File: src/rtl/afd_defines.svh
// Purpose: named numbers of the addressing field decoder
// Assumes: 32-bit APB data, byte addresses on paddr[7:0]
// Notes: definitions only
`ifndef AFD_DEFINES_SVH
`define AFD_DEFINES_SVH

// ==========================================================================
// register byte offsets
`define AFD_OFS_BYTES 8'h00
`define AFD_OFS_CTL 8'h04
`define AFD_OFS_FLAGS 8'h08
`define AFD_OFS_IMM 8'h0c
`define AFD_OFS_EA 8'h10
`define AFD_OFS_OPND 8'h14
`define AFD_OFS_IMMX 8'h18

// ==========================================================================
// reset values
`define AFD_BYTES_RST 32'h0000_0000
`define AFD_CTL_RST 32'h0000_0300
`define AFD_FLAGS_RST 32'h0000_0000
`define AFD_IMM_RST 32'h0000_0000

// ==========================================================================
// address-byte register fields
`define AFD_MODRM_MSB 7
`define AFD_MODRM_LSB 0
`define AFD_SIB_MSB 15
`define AFD_SIB_LSB 8

// ==========================================================================
// control register fields
`define AFD_CTL_DEF32 0
`define AFD_CTL_APFX 1
`define AFD_CTL_W 2
`define AFD_CTL_D 3
`define AFD_CTL_S 4
`define AFD_CTL_IMM8 5
`define AFD_CTL_IMPL 6
`define AFD_CTL_CLS_MSB 9
`define AFD_CTL_CLS_LSB 8
`define AFD_CTL_EEE_MSB 14
`define AFD_CTL_EEE_LSB 12
`define AFD_CTL_SEG_MSB 18
`define AFD_CTL_SEG_LSB 16
`define AFD_CTL_TTTN_MSB 23
`define AFD_CTL_TTTN_LSB 20

// ==========================================================================
// flag register fields
`define AFD_FLG_OF 0
`define AFD_FLG_CF 1
`define AFD_FLG_ZF 2
`define AFD_FLG_SF 3
`define AFD_FLG_PF 4

// ==========================================================================
// mode, rm, index and register codes
`define AFD_MOD_NODISP 2'h0
`define AFD_MOD_DISP8 2'h1
`define AFD_MOD_DISPW 2'h2
`define AFD_MOD_REG 2'h3
`define AFD_RM_SIB 3'h4
`define AFD_RM_D32 3'h5
`define AFD_RM_D16 3'h6
`define AFD_IDX_NONE 3'h4
`define AFD_GPR_BASE 3'h3
`define AFD_GPR_STACK 3'h4
`define AFD_GPR_FRAME 3'h5
`define AFD_GPR_SRCIDX 3'h6
`define AFD_GPR_DSTIDX 3'h7
`define AFD_SEG_LAST 3'h5
`define AFD_BYTE_HI_CODE 3'h4

`endif

File: src/rtl/afd_pkg.sv
// Purpose: types shared by the addressing field decoder and its users
// Assumes: afd_defines.svh supplies every number
// Notes: structs are packed so they read back over the bus
package afd_pkg;

   // =======================================================================
   // enumerations
   typedef enum logic [1:0] {AFD_DISP_NONE, AFD_DISP_8, AFD_DISP_16, AFD_DISP_32} afd_disp_e;
   typedef enum logic [1:0] {AFD_CLS_CTRL, AFD_CLS_DEBUG, AFD_CLS_TEST, AFD_CLS_NONE} afd_cls_e;

   // =======================================================================
   // effective-address decode
   typedef struct packed {
      logic addr32;
      logic implied;
      logic sib_present;
      logic reg_operand;
      logic has_base;
      logic [2:0] base_reg;
      logic has_index;
      logic [2:0] index_reg;
      logic [1:0] scale;
      afd_disp_e disp_size;
      logic stack_seg;
      logic [1:0] disp_offset;
   } afd_ea_s;

   // =======================================================================
   // register operands, condition and special selects
   typedef struct packed {
      logic [2:0] rm_num;
      logic rm_high;
      logic [2:0] reg_num;
      logic reg_high;
      logic [2:0] op_ext;
      logic reg_is_dest;
      logic cond_true;
      logic [2:0] seg_num;
      logic seg_valid;
      logic [2:0] spec_num;
      logic spec_valid;
      logic undefined;
   } afd_opnd_s;

endpackage

File: src/rtl/afd_decoder.sv
// Purpose: addressing field decoder with an APB register face
// Assumes: one clock pclk at 20 MHz, presetn asynchronous active low
// Notes: decode is combinational from the registers and captured each cycle
//
// Summary of operation
// RL1: implied modes skip addressing; others use the mode/rm byte.
// RL2: 32-bit addressing expects scaled-index byte at rm 100, mode not 11.
// RL3: scaled-index address uses mode, scale, index and base.
// RL4: middle mode/rm bits serve as opcode extension and register select.
// RL5: mode/rm uses the 16-bit or 32-bit map per address size.
// RL6: 16-bit rm picks base/index pairs; frame forms use stack; d8 or d16.
// RL7: 16-bit mode 00 rm 110 is bare d16 in data segment.
// RL8: mode 11 selects a register; byte codes give low then high bytes.
// RL9: 32-bit rm is a base; mode 00 rm 101 is bare d32; frame uses stack.
// RL10: scaled-index address is base plus scaled index plus none, d8 or d32.
// RL11: scaled-index base 101 under mode 00 means d32 plus index, no base.
// RL12: scaled-index base stack or frame pointer selects stack segment.
// RL13: scale codes 00 to 11 multiply the index by 1, 2, 4, 8.
// RL14: index 100 means no index; others select that register.
// RL15: encoders keep scale 00 when index is 100, else address undefined.
// RL16: direction bit 0 makes reg the source, 1 the destination.
// RL17: sign-extend bit widens only an 8-bit immediate to full size.
// RL18: lowest condition bit negates the condition when set.
// RL19: upper condition bits: overflow, below, zero, below-equal, sign, parity, less, less-equal.
// RL20: control codes 000, 010, 011 valid; others undefined.
// RL21: debug codes 000 to 011, 110, 111 valid; others undefined.
// RL22: test codes 110 and 111 valid; others undefined.
// RL23: segment select 000 to 101 maps six segments; 110 and 111 reserved.
// RL24: address size is segment default, toggled by the size prefix.
// RL25: operand-size bit picks byte when 0, full size when 1.
// RL26: displacement follows mode/rm byte or scaled-index byte.
// RL27: conditions use carry, carry-or-zero, sign xor overflow, plus zero.
// RL28: reserved segment or unlisted special codes raise an undefined flag.
//
// Local design decisions: the APB slave port and the register addresses.
`timescale 1ns/1ns
`include "afd_defines.svh"

module afd_decoder
   import afd_pkg::*;
#(
   parameter int ADDR_W = 8
)
(
   input wire logic pclk,
   input wire logic presetn,
   input wire logic psel,
   input wire logic penable,
   input wire logic pwrite,
   input wire logic [ADDR_W-1:0] paddr,
   input wire logic [31:0] pwdata,
   output logic [31:0] prdata,
   output logic pready,
   output logic pslverr,
   output afd_ea_s ea_o,
   output afd_opnd_s opnd_o,
   output logic [31:0] imm_ext_o
);

   // =======================================================================
   // helpers
   // byte operands: codes 0..3 are low bytes, 4..7 the high bytes of 0..3
   function automatic logic [3:0] gpr_sel(input logic [2:0] code, input logic w);
      if (!w && code >= `AFD_BYTE_HI_CODE)
         gpr_sel = {1'b1, code - `AFD_BYTE_HI_CODE};
      else
         gpr_sel = {1'b0, code};
   endfunction

   function automatic logic is_mapped(input logic [7:0] a);
      is_mapped = (a == `AFD_OFS_BYTES) || (a == `AFD_OFS_CTL) || (a == `AFD_OFS_FLAGS) ||
                  (a == `AFD_OFS_IMM) || (a == `AFD_OFS_EA) || (a == `AFD_OFS_OPND) ||
                  (a == `AFD_OFS_IMMX);
   endfunction

   // =======================================================================
   // registers
   logic [31:0] bytes_q;
   logic [31:0] ctl_q;
   logic [31:0] flags_q;
   logic [31:0] imm_q;
   afd_ea_s ea_q;
   afd_ea_s ea_d;
   afd_opnd_s opnd_q;
   afd_opnd_s opnd_d;
   logic [31:0] immx_q;
   logic [31:0] immx_d;
   logic [31:0] prdata_q;
   logic [31:0] rd_d;
   logic pready_q;
   logic pslverr_q;
   logic [7:0] addr8;
   logic wr_en;

   assign addr8 = paddr[7:0];
   assign wr_en = psel && penable && pready_q && pwrite && is_mapped(addr8);

   // =======================================================================
   // apb handshake: answer in the first access cycle
   always_ff @(posedge pclk or negedge presetn)
   begin
      if (!presetn)
      begin
         pready_q <= 1'b0;
         pslverr_q <= 1'b0;
         prdata_q <= 32'h0000_0000;
      end
      else
      begin
         pready_q <= psel && !penable;
         pslverr_q <= psel && !penable && !is_mapped(addr8);
         prdata_q <= (psel && !penable && !pwrite) ? rd_d : 32'h0000_0000;
      end
   end

   always_comb
   begin
      case (addr8)
         `AFD_OFS_BYTES: rd_d = bytes_q;
         `AFD_OFS_CTL: rd_d = ctl_q;
         `AFD_OFS_FLAGS: rd_d = flags_q;
         `AFD_OFS_IMM: rd_d = imm_q;
         `AFD_OFS_EA: rd_d = 32'(ea_q);
         `AFD_OFS_OPND: rd_d = 32'(opnd_q);
         `AFD_OFS_IMMX: rd_d = immx_q;
         default: rd_d = 32'h0000_0000;
      endcase
   end

   // =======================================================================
   // software-written registers; result registers ignore writes
   always_ff @(posedge pclk or negedge presetn)
   begin
      if (!presetn)
      begin
         bytes_q <= `AFD_BYTES_RST;
         ctl_q <= `AFD_CTL_RST;
         flags_q <= `AFD_FLAGS_RST;
         imm_q <= `AFD_IMM_RST;
      end
      else if (wr_en)
      begin
         case (addr8)
            `AFD_OFS_BYTES: bytes_q <= pwdata;
            `AFD_OFS_CTL: ctl_q <= pwdata;
            `AFD_OFS_FLAGS: flags_q <= pwdata;
            `AFD_OFS_IMM: imm_q <= pwdata;
            default: ;
         endcase
      end
   end

   // =======================================================================
   // field extraction
   logic [1:0] mode;
   logic [2:0] midf;
   logic [2:0] rm;
   logic [1:0] ss;
   logic [2:0] idx;
   logic [2:0] base;
   logic w;
   logic [3:0] tttn;
   logic [2:0] eee;
   logic [2:0] seg;
   afd_cls_e cls;

   assign mode = bytes_q[`AFD_MODRM_MSB -: 2];
   assign midf = bytes_q[`AFD_MODRM_LSB + 3 +: 3];
   assign rm = bytes_q[`AFD_MODRM_LSB +: 3];
   assign ss = bytes_q[`AFD_SIB_MSB -: 2];
   assign idx = bytes_q[`AFD_SIB_LSB + 3 +: 3];
   assign base = bytes_q[`AFD_SIB_LSB +: 3];
   assign w = ctl_q[`AFD_CTL_W];
   assign tttn = ctl_q[`AFD_CTL_TTTN_MSB:`AFD_CTL_TTTN_LSB];
   assign eee = ctl_q[`AFD_CTL_EEE_MSB:`AFD_CTL_EEE_LSB];
   assign seg = ctl_q[`AFD_CTL_SEG_MSB:`AFD_CTL_SEG_LSB];
   assign cls = afd_cls_e'(ctl_q[`AFD_CTL_CLS_MSB:`AFD_CTL_CLS_LSB]);

   // =======================================================================
   // effective-address decode
   always_comb
   begin
      ea_d = '0;
      ea_d.addr32 = ctl_q[`AFD_CTL_DEF32] ^ ctl_q[`AFD_CTL_APFX]; // RL24
      ea_d.implied = ctl_q[`AFD_CTL_IMPL];
      ea_d.disp_size = AFD_DISP_NONE;
      if (ctl_q[`AFD_CTL_IMPL])
      begin
         // fixed-mode instructions carry no addressing byte
         ea_d.has_base = 1'b0; // RL1
      end
      else if (mode == `AFD_MOD_REG)
      begin
         ea_d.reg_operand = 1'b1; // RL8
      end
      else if (!ea_d.addr32) // RL5
      begin
         ea_d.disp_offset = 2'h1; // RL26
         ea_d.has_base = 1'b1;
         case (rm) // RL6
            3'h0: {ea_d.base_reg, ea_d.index_reg} = {`AFD_GPR_BASE, `AFD_GPR_SRCIDX};
            3'h1: {ea_d.base_reg, ea_d.index_reg} = {`AFD_GPR_BASE, `AFD_GPR_DSTIDX};
            3'h2: {ea_d.base_reg, ea_d.index_reg} = {`AFD_GPR_FRAME, `AFD_GPR_SRCIDX};
            3'h3: {ea_d.base_reg, ea_d.index_reg} = {`AFD_GPR_FRAME, `AFD_GPR_DSTIDX};
            3'h4: ea_d.base_reg = `AFD_GPR_SRCIDX;
            3'h5: ea_d.base_reg = `AFD_GPR_DSTIDX;
            3'h6: ea_d.base_reg = `AFD_GPR_FRAME;
            default: ea_d.base_reg = `AFD_GPR_BASE;
         endcase
         ea_d.has_index = (rm <= 3'h3); // RL6
         ea_d.stack_seg = (ea_d.base_reg == `AFD_GPR_FRAME); // RL6
         if (mode == `AFD_MOD_DISP8)
            ea_d.disp_size = AFD_DISP_8;
         else if (mode == `AFD_MOD_DISPW)
            ea_d.disp_size = AFD_DISP_16;
         else if (rm == `AFD_RM_D16)
         begin
            // bare word displacement replaces the frame form here
            ea_d.has_base = 1'b0; // RL7
            ea_d.stack_seg = 1'b0; // RL7
            ea_d.disp_size = AFD_DISP_16; // RL7
         end
      end
      else if (rm == `AFD_RM_SIB) // RL2
      begin
         ea_d.sib_present = 1'b1; // RL3
         ea_d.disp_offset = 2'h2; // RL26
         ea_d.scale = ss; // RL13
         ea_d.has_index = (idx != `AFD_IDX_NONE); // RL14
         ea_d.index_reg = idx; // RL14
         ea_d.base_reg = base;
         ea_d.has_base = !(mode == `AFD_MOD_NODISP && base == `AFD_RM_D32); // RL11
         ea_d.stack_seg = (base == `AFD_GPR_STACK) || // RL12
                          (base == `AFD_GPR_FRAME && ea_d.has_base); // RL12
         case (mode) // RL10
            `AFD_MOD_DISP8: ea_d.disp_size = AFD_DISP_8;
            `AFD_MOD_DISPW: ea_d.disp_size = AFD_DISP_32;
            default: ea_d.disp_size = ea_d.has_base ? AFD_DISP_NONE : AFD_DISP_32; // RL11
         endcase
      end
      else
      begin
         ea_d.disp_offset = 2'h1; // RL26
         ea_d.base_reg = rm; // RL9
         ea_d.has_base = !(mode == `AFD_MOD_NODISP && rm == `AFD_RM_D32); // RL9
         ea_d.stack_seg = (rm == `AFD_GPR_FRAME) && ea_d.has_base; // RL9
         case (mode)
            `AFD_MOD_DISP8: ea_d.disp_size = AFD_DISP_8;
            `AFD_MOD_DISPW: ea_d.disp_size = AFD_DISP_32;
            default: ea_d.disp_size = ea_d.has_base ? AFD_DISP_NONE : AFD_DISP_32; // RL9
         endcase
      end
   end

   // =======================================================================
   // operands, condition, segment and special selects
   logic cond_raw;

   always_comb
   begin
      opnd_d = '0;
      {opnd_d.rm_high, opnd_d.rm_num} = gpr_sel(rm, w); // RL8 RL25
      {opnd_d.reg_high, opnd_d.reg_num} = gpr_sel(midf, w); // RL4 RL25
      opnd_d.op_ext = midf; // RL4
      opnd_d.reg_is_dest = ctl_q[`AFD_CTL_D]; // RL16
      case (tttn[3:1]) // RL19 RL27
         3'h0: cond_raw = flags_q[`AFD_FLG_OF];
         3'h1: cond_raw = flags_q[`AFD_FLG_CF];
         3'h2: cond_raw = flags_q[`AFD_FLG_ZF];
         3'h3: cond_raw = flags_q[`AFD_FLG_CF] | flags_q[`AFD_FLG_ZF];
         3'h4: cond_raw = flags_q[`AFD_FLG_SF];
         3'h5: cond_raw = flags_q[`AFD_FLG_PF];
         3'h6: cond_raw = flags_q[`AFD_FLG_SF] ^ flags_q[`AFD_FLG_OF];
         default: cond_raw = (flags_q[`AFD_FLG_SF] ^ flags_q[`AFD_FLG_OF]) |
                             flags_q[`AFD_FLG_ZF];
      endcase
      opnd_d.cond_true = cond_raw ^ tttn[0]; // RL18
      opnd_d.seg_num = seg;
      opnd_d.seg_valid = (seg <= `AFD_SEG_LAST); // RL23
      opnd_d.spec_num = eee;
      case (cls)
         AFD_CLS_CTRL: opnd_d.spec_valid = (eee == 3'h0) || (eee == 3'h2) ||
                                           (eee == 3'h3); // RL20
         AFD_CLS_DEBUG: opnd_d.spec_valid = (eee <= 3'h3) || (eee >= 3'h6); // RL21
         AFD_CLS_TEST: opnd_d.spec_valid = (eee >= 3'h6); // RL22
         default: opnd_d.spec_valid = 1'b1;
      endcase
      opnd_d.undefined = !opnd_d.seg_valid || !opnd_d.spec_valid; // RL28
   end

   // =======================================================================
   // immediate widening; byte operands pass the low byte unchanged
   always_comb
   begin
      if (!w)
         immx_d = {24'h00_0000, imm_q[7:0]};
      else if (ctl_q[`AFD_CTL_S] && ctl_q[`AFD_CTL_IMM8])
         immx_d = {{24{imm_q[7]}}, imm_q[7:0]}; // RL17
      else
         immx_d = imm_q; // RL17
   end

   // =======================================================================
   // result capture: one cycle behind any register write
   always_ff @(posedge pclk or negedge presetn)
   begin
      if (!presetn)
      begin
         ea_q <= '0;
         opnd_q <= '0;
         immx_q <= 32'h0000_0000;
      end
      else
      begin
         ea_q <= ea_d;
         opnd_q <= opnd_d;
         immx_q <= immx_d;
      end
   end

   assign prdata = prdata_q;
   assign pready = pready_q;
   assign pslverr = pslverr_q;
   assign ea_o = ea_q;
   assign opnd_o = opnd_q;
   assign imm_ext_o = immx_q;

endmodule // afd_decoder

File: config.mk
export PLATFORM = sky130hd
export DESIGN_NAME = afd_decoder
export DESIGN_NICKNAME = d
export VERILOG_FILES = /design/src/rtl/afd_pkg.sv /design/src/rtl/afd_decoder.sv
export VERILOG_INCLUDE_DIRS = /design/src /design/src/rtl
export SDC_FILE = /design/constraint.sdc
export NUM_CORES = 1
export LEC_CHECK = 0
export ABC_AREA = 1
export BUFFER_PORTS_ARGS = -buffer_cell sky130_fd_sc_hd__buf_2
export CAP_MARGIN = 15
export CORE_ASPECT_RATIO = 1.75
export CORE_MARGIN = 2
export CORE_UTILIZATION = 40
export CTS_CLUSTER_DIAMETER = 30
export CTS_CLUSTER_SIZE = 12
export DETAILED_ROUTE_END_ITERATION = 6
export PLACE_DENSITY_LB_ADDON = 0.1
export SYNTH_ARGS = -nofsm -noshare
export SYNTH_HDL_FRONTEND = slang
export SYNTH_SLANG_ARGS = --single-unit
File: constraint.sdc
create_clock -name pclk -period 3 [get_ports pclk]
set_input_delay 0.15 -clock pclk [delete_from_list [all_inputs] [get_ports pclk]]
set_output_delay 0.15 -clock pclk [all_outputs]
set_load 0.005 [all_outputs]
==> results.json <==
{
  "hold_path.class": "primary input to flop",
  "rows": 79,
  "wl_um": 38000,
  "htree_num_levels": 2,
  "ys_seq_elements": 232,
  "dieArea_sq_um": 27900,
  "cts_sinks": 232,
  "yosysSeqAreaShare": 0.547,
  "synth-main-ff-cell": "dfrtp_1",
  "critPathLaunchType": "flop",
  "grt_pass1_wl_um": 58700,
  "total_power_mw": 8.10,
  "syn2layout_area_growth_pct": 26.8,
  "synth_edf_count": 0,
  "grt_usage": 0.277,
  "synth_nets": 1349,
  "timing.rr.end": "imm_q[27]$_DFFE_PN0P_",
  "clockRootBuffer": "clkbuf_16",
  "avgSynthCellArea_sq_um": 8.17,
  "drt-met1-wl_um": 14900,
  "fin_area_sq_um": 13500,
  "period_minus_slack_ns": 1.92,
  "cts_tree": "yes",
  "placed_cell_area_sq_um": 11700,
  "clk_pin_slew_ns": 0.06,
  "grt_pass1_vias": 9820,
  "dp_hpwl_um": 25600,
  "cp-endpoint": "imm_q[27]$_DFFE_PN0P_",
  "rrSetupSlack_ns": 1.08,
  "clockBufferDepth": 3,
  "antenna_found_initial": 0,
  "port_buffers": 151,
  "post_cts_resize_count": 0,
  "grt-ovfl-total": 0,
  "die_w_um": 127,
  "final_core_util": 0.510,
  "drv_cap": 0,
  "p_leak_nw": 7.09,
  "die_y_um": 220,
  "critPathMaxFanout": 131,
  "powerDensity_nw_per_um2": 601,
  "worstSetupStartpoint": "pready$_DFF_PN0_",
  "hold_violations": 0,
  "start_util": 0.403,
  "routed.top_layer": "met4",
  "nNetsFinal": 1521,
  "slew_viol_final": 0,
  "worst_slew_pin_slew_ns": 1.08,
  "rr_worst_depth": 7,
  "fin_skew_ns": 0.0127,
  "synth_top_cell_by_area": "dfrtp_1",
  "r2r_start": "pready$_DFF_PN0_",
  "gp_congestion": 0.866,
  "wl_met3_um": 1720,
  "dr_wl_met2_um": 19300,
  "rsz0062_at_grt": "false",
  "post_cts_buffers": 0,
  "worstPathArrival_ns": 2.32,
  "core-area_sq_um": 26400,
  "drive_gt1_frac": 0.188,
  "vias": 9855,
  "status": "complete, no violations",
  "drc": 0,
  "cp.required_ns": 3.41,
  "diodes": 0,
  "endpoint_kind": "flop",
  "fin_crit_sh": 0.639,
  "drt_iter0_drc": 720,
  "grt_max_degree": 132,
  "clkLatencyLatePin_ns": 0.53,
  "max_slew_margin": 0.278,
  "synth_top_area_frac": 0.542,
  "fmax_ghz": 0.522,
  "hold_buffers": 36,
  "crit_type": "flop to flop",
  "yosys_warnings": 0,
  "synth_area_leaders": "dfrtp_1 54%, nand2_1 16%, nand4_1 7.8%, nand3_1 6.9%, nor2_1 3.8%",
  "setup-tns-final_ns": 0,
  "synth_area_sq_um": 10600,
  "setup-violations-final": 0,
  "first_pass_iters": 5,
  "numCtsBuffers": 38,
  "synthArstFlopShare": 1.00,
  "syn_inst": 1300,
  "yosysUniqueCellTypes": 28,
  "peakVddDrop_v": 0.000574,
  "antenna_left": 0,
  "vias_per_cell": 5.40,
  "io_pins": 152,
  "wl_per_cell_um": 20.8
}
critical path, cell delays in order (launching register included):
cell	delay, ns
dfrtp_1	0.34
nand3_1	0.18
nor2_4	0.17
buf_12	0.47
nand4_1	0.20
buf_4	0.28
nand2_1	0.09
nand2_1	0.05
per-layer routing:
metal / vias up / track usage
met5: - / 0
met4: 0 / 0.142
met3: 80 / 0.0359
met2: 342 / 0.480
met1: 4781 / 0.336
li1: 4652 / -
logic make-up after synthesis:
kind of cell,count (synthesis),share of synthesized area
AOI/OAI and AO/OA,65,0.0318
xor gates and xnor gates,1,0.000824
adders and majority gates,4,0.00471
buffers and inverters,143,0.0591
DFF,232,0.547
and+or+nand+nor,855,0.357
cells in the final DEF, fill, tap and decap left out, types with 5 or more instances in the layout:
master           n
nand2_1        448
dfrtp_1        230
buf_2          150
nand3_1        146
nand4_1        133
nor2_1         106
a21oi_1         51
inv_1           43
clkbuf_16       41
dlygate4sd3_1   36
buf_4           34
o21ai_0          8
nor3_1           7
inv_2            7
nor2_4           7
clkinv_2         6
bufinv_16        5
cell type report:
type	count	area, sq um
clock buffer	45	1080
timing repair buffer	225	1460
inverter	50	188
sequential	232	5810
fill	2600	12900
tap	324	405
clock inverter	25	305
multi-input combinational	925	4220
worst min-delay path by stage:
stage / from / endpoint / slack, ns / depth (start not counted)
final: paddr[2] / ctl_q[23]$_DFFE_PN0P_ / 0.21 / 5
after global routing: paddr[2] / ctl_q[14]$_DFFE_PN0P_ / 0.23 / 5
after CTS: paddr[2] / ctl_q[20]$_DFFE_PN0P_ / 0.19 / 5
after detailed placement: presetn / prdata[1]$_DFF_PN0_ / 0.25 / 1
after global placement: presetn / ea_o[4]$_DFF_PN0_ / 0.27 / 1
after floorplan: presetn / bytes_q[0]$_DFFE_PN0P_ / -0.15 / 0
Yosys cell counts (2+ instances only):
master / instances
nand2_1: 448
dfrtp_1: 230
nand3_1: 146
nand4_1: 133
nor2_1: 107
a21oi_1: 51
buf_2: 46
inv_1: 43
clkbuf_1: 28
buf_1: 10
buf_4: 9
o21ai_0: 8
inv_2: 7
nor3_1: 7
ha_1: 4
nand2_2: 4
nor2_4: 4
nor2_2: 3
dfstp_2: 2
o22ai_1: 2
stage by stage:
| step | std cells | hold WS, ns | setup slack, ns |
|---|---|---|---|
| 2_1_floorplan | 1300 | -0.146 | 1.63 |
| 3_3_place_gp | 1720 | 0.266 | 1.08 |
| 3_5_place_dp | 1720 | 0.250 | 1.05 |
| 4_1_cts | 1826 | 0.193 | 1.06 |
| 5_1_grt | 1826 | 0.225 | 0.937 |
| 6_report | 1826 | 0.205 | 1.08 |
power by group:
group	internal [mW]	total, mW	switching (mW)
clock	3.05	4.70	1.65
sequential	3.13	3.13	0.000832
combinational	0.0774	0.264	0.186
flip-flops by register name, indices dropped and copies added, names as in the netlist:
signal	count
bytes_q	32
ctl_q	32
ea_o	18
flags_q	32
imm_ext_o	32
imm_q	32
opnd_o	20
prdata	32
pready	1
pslverr	1
(Power assumes the default switching activity.)
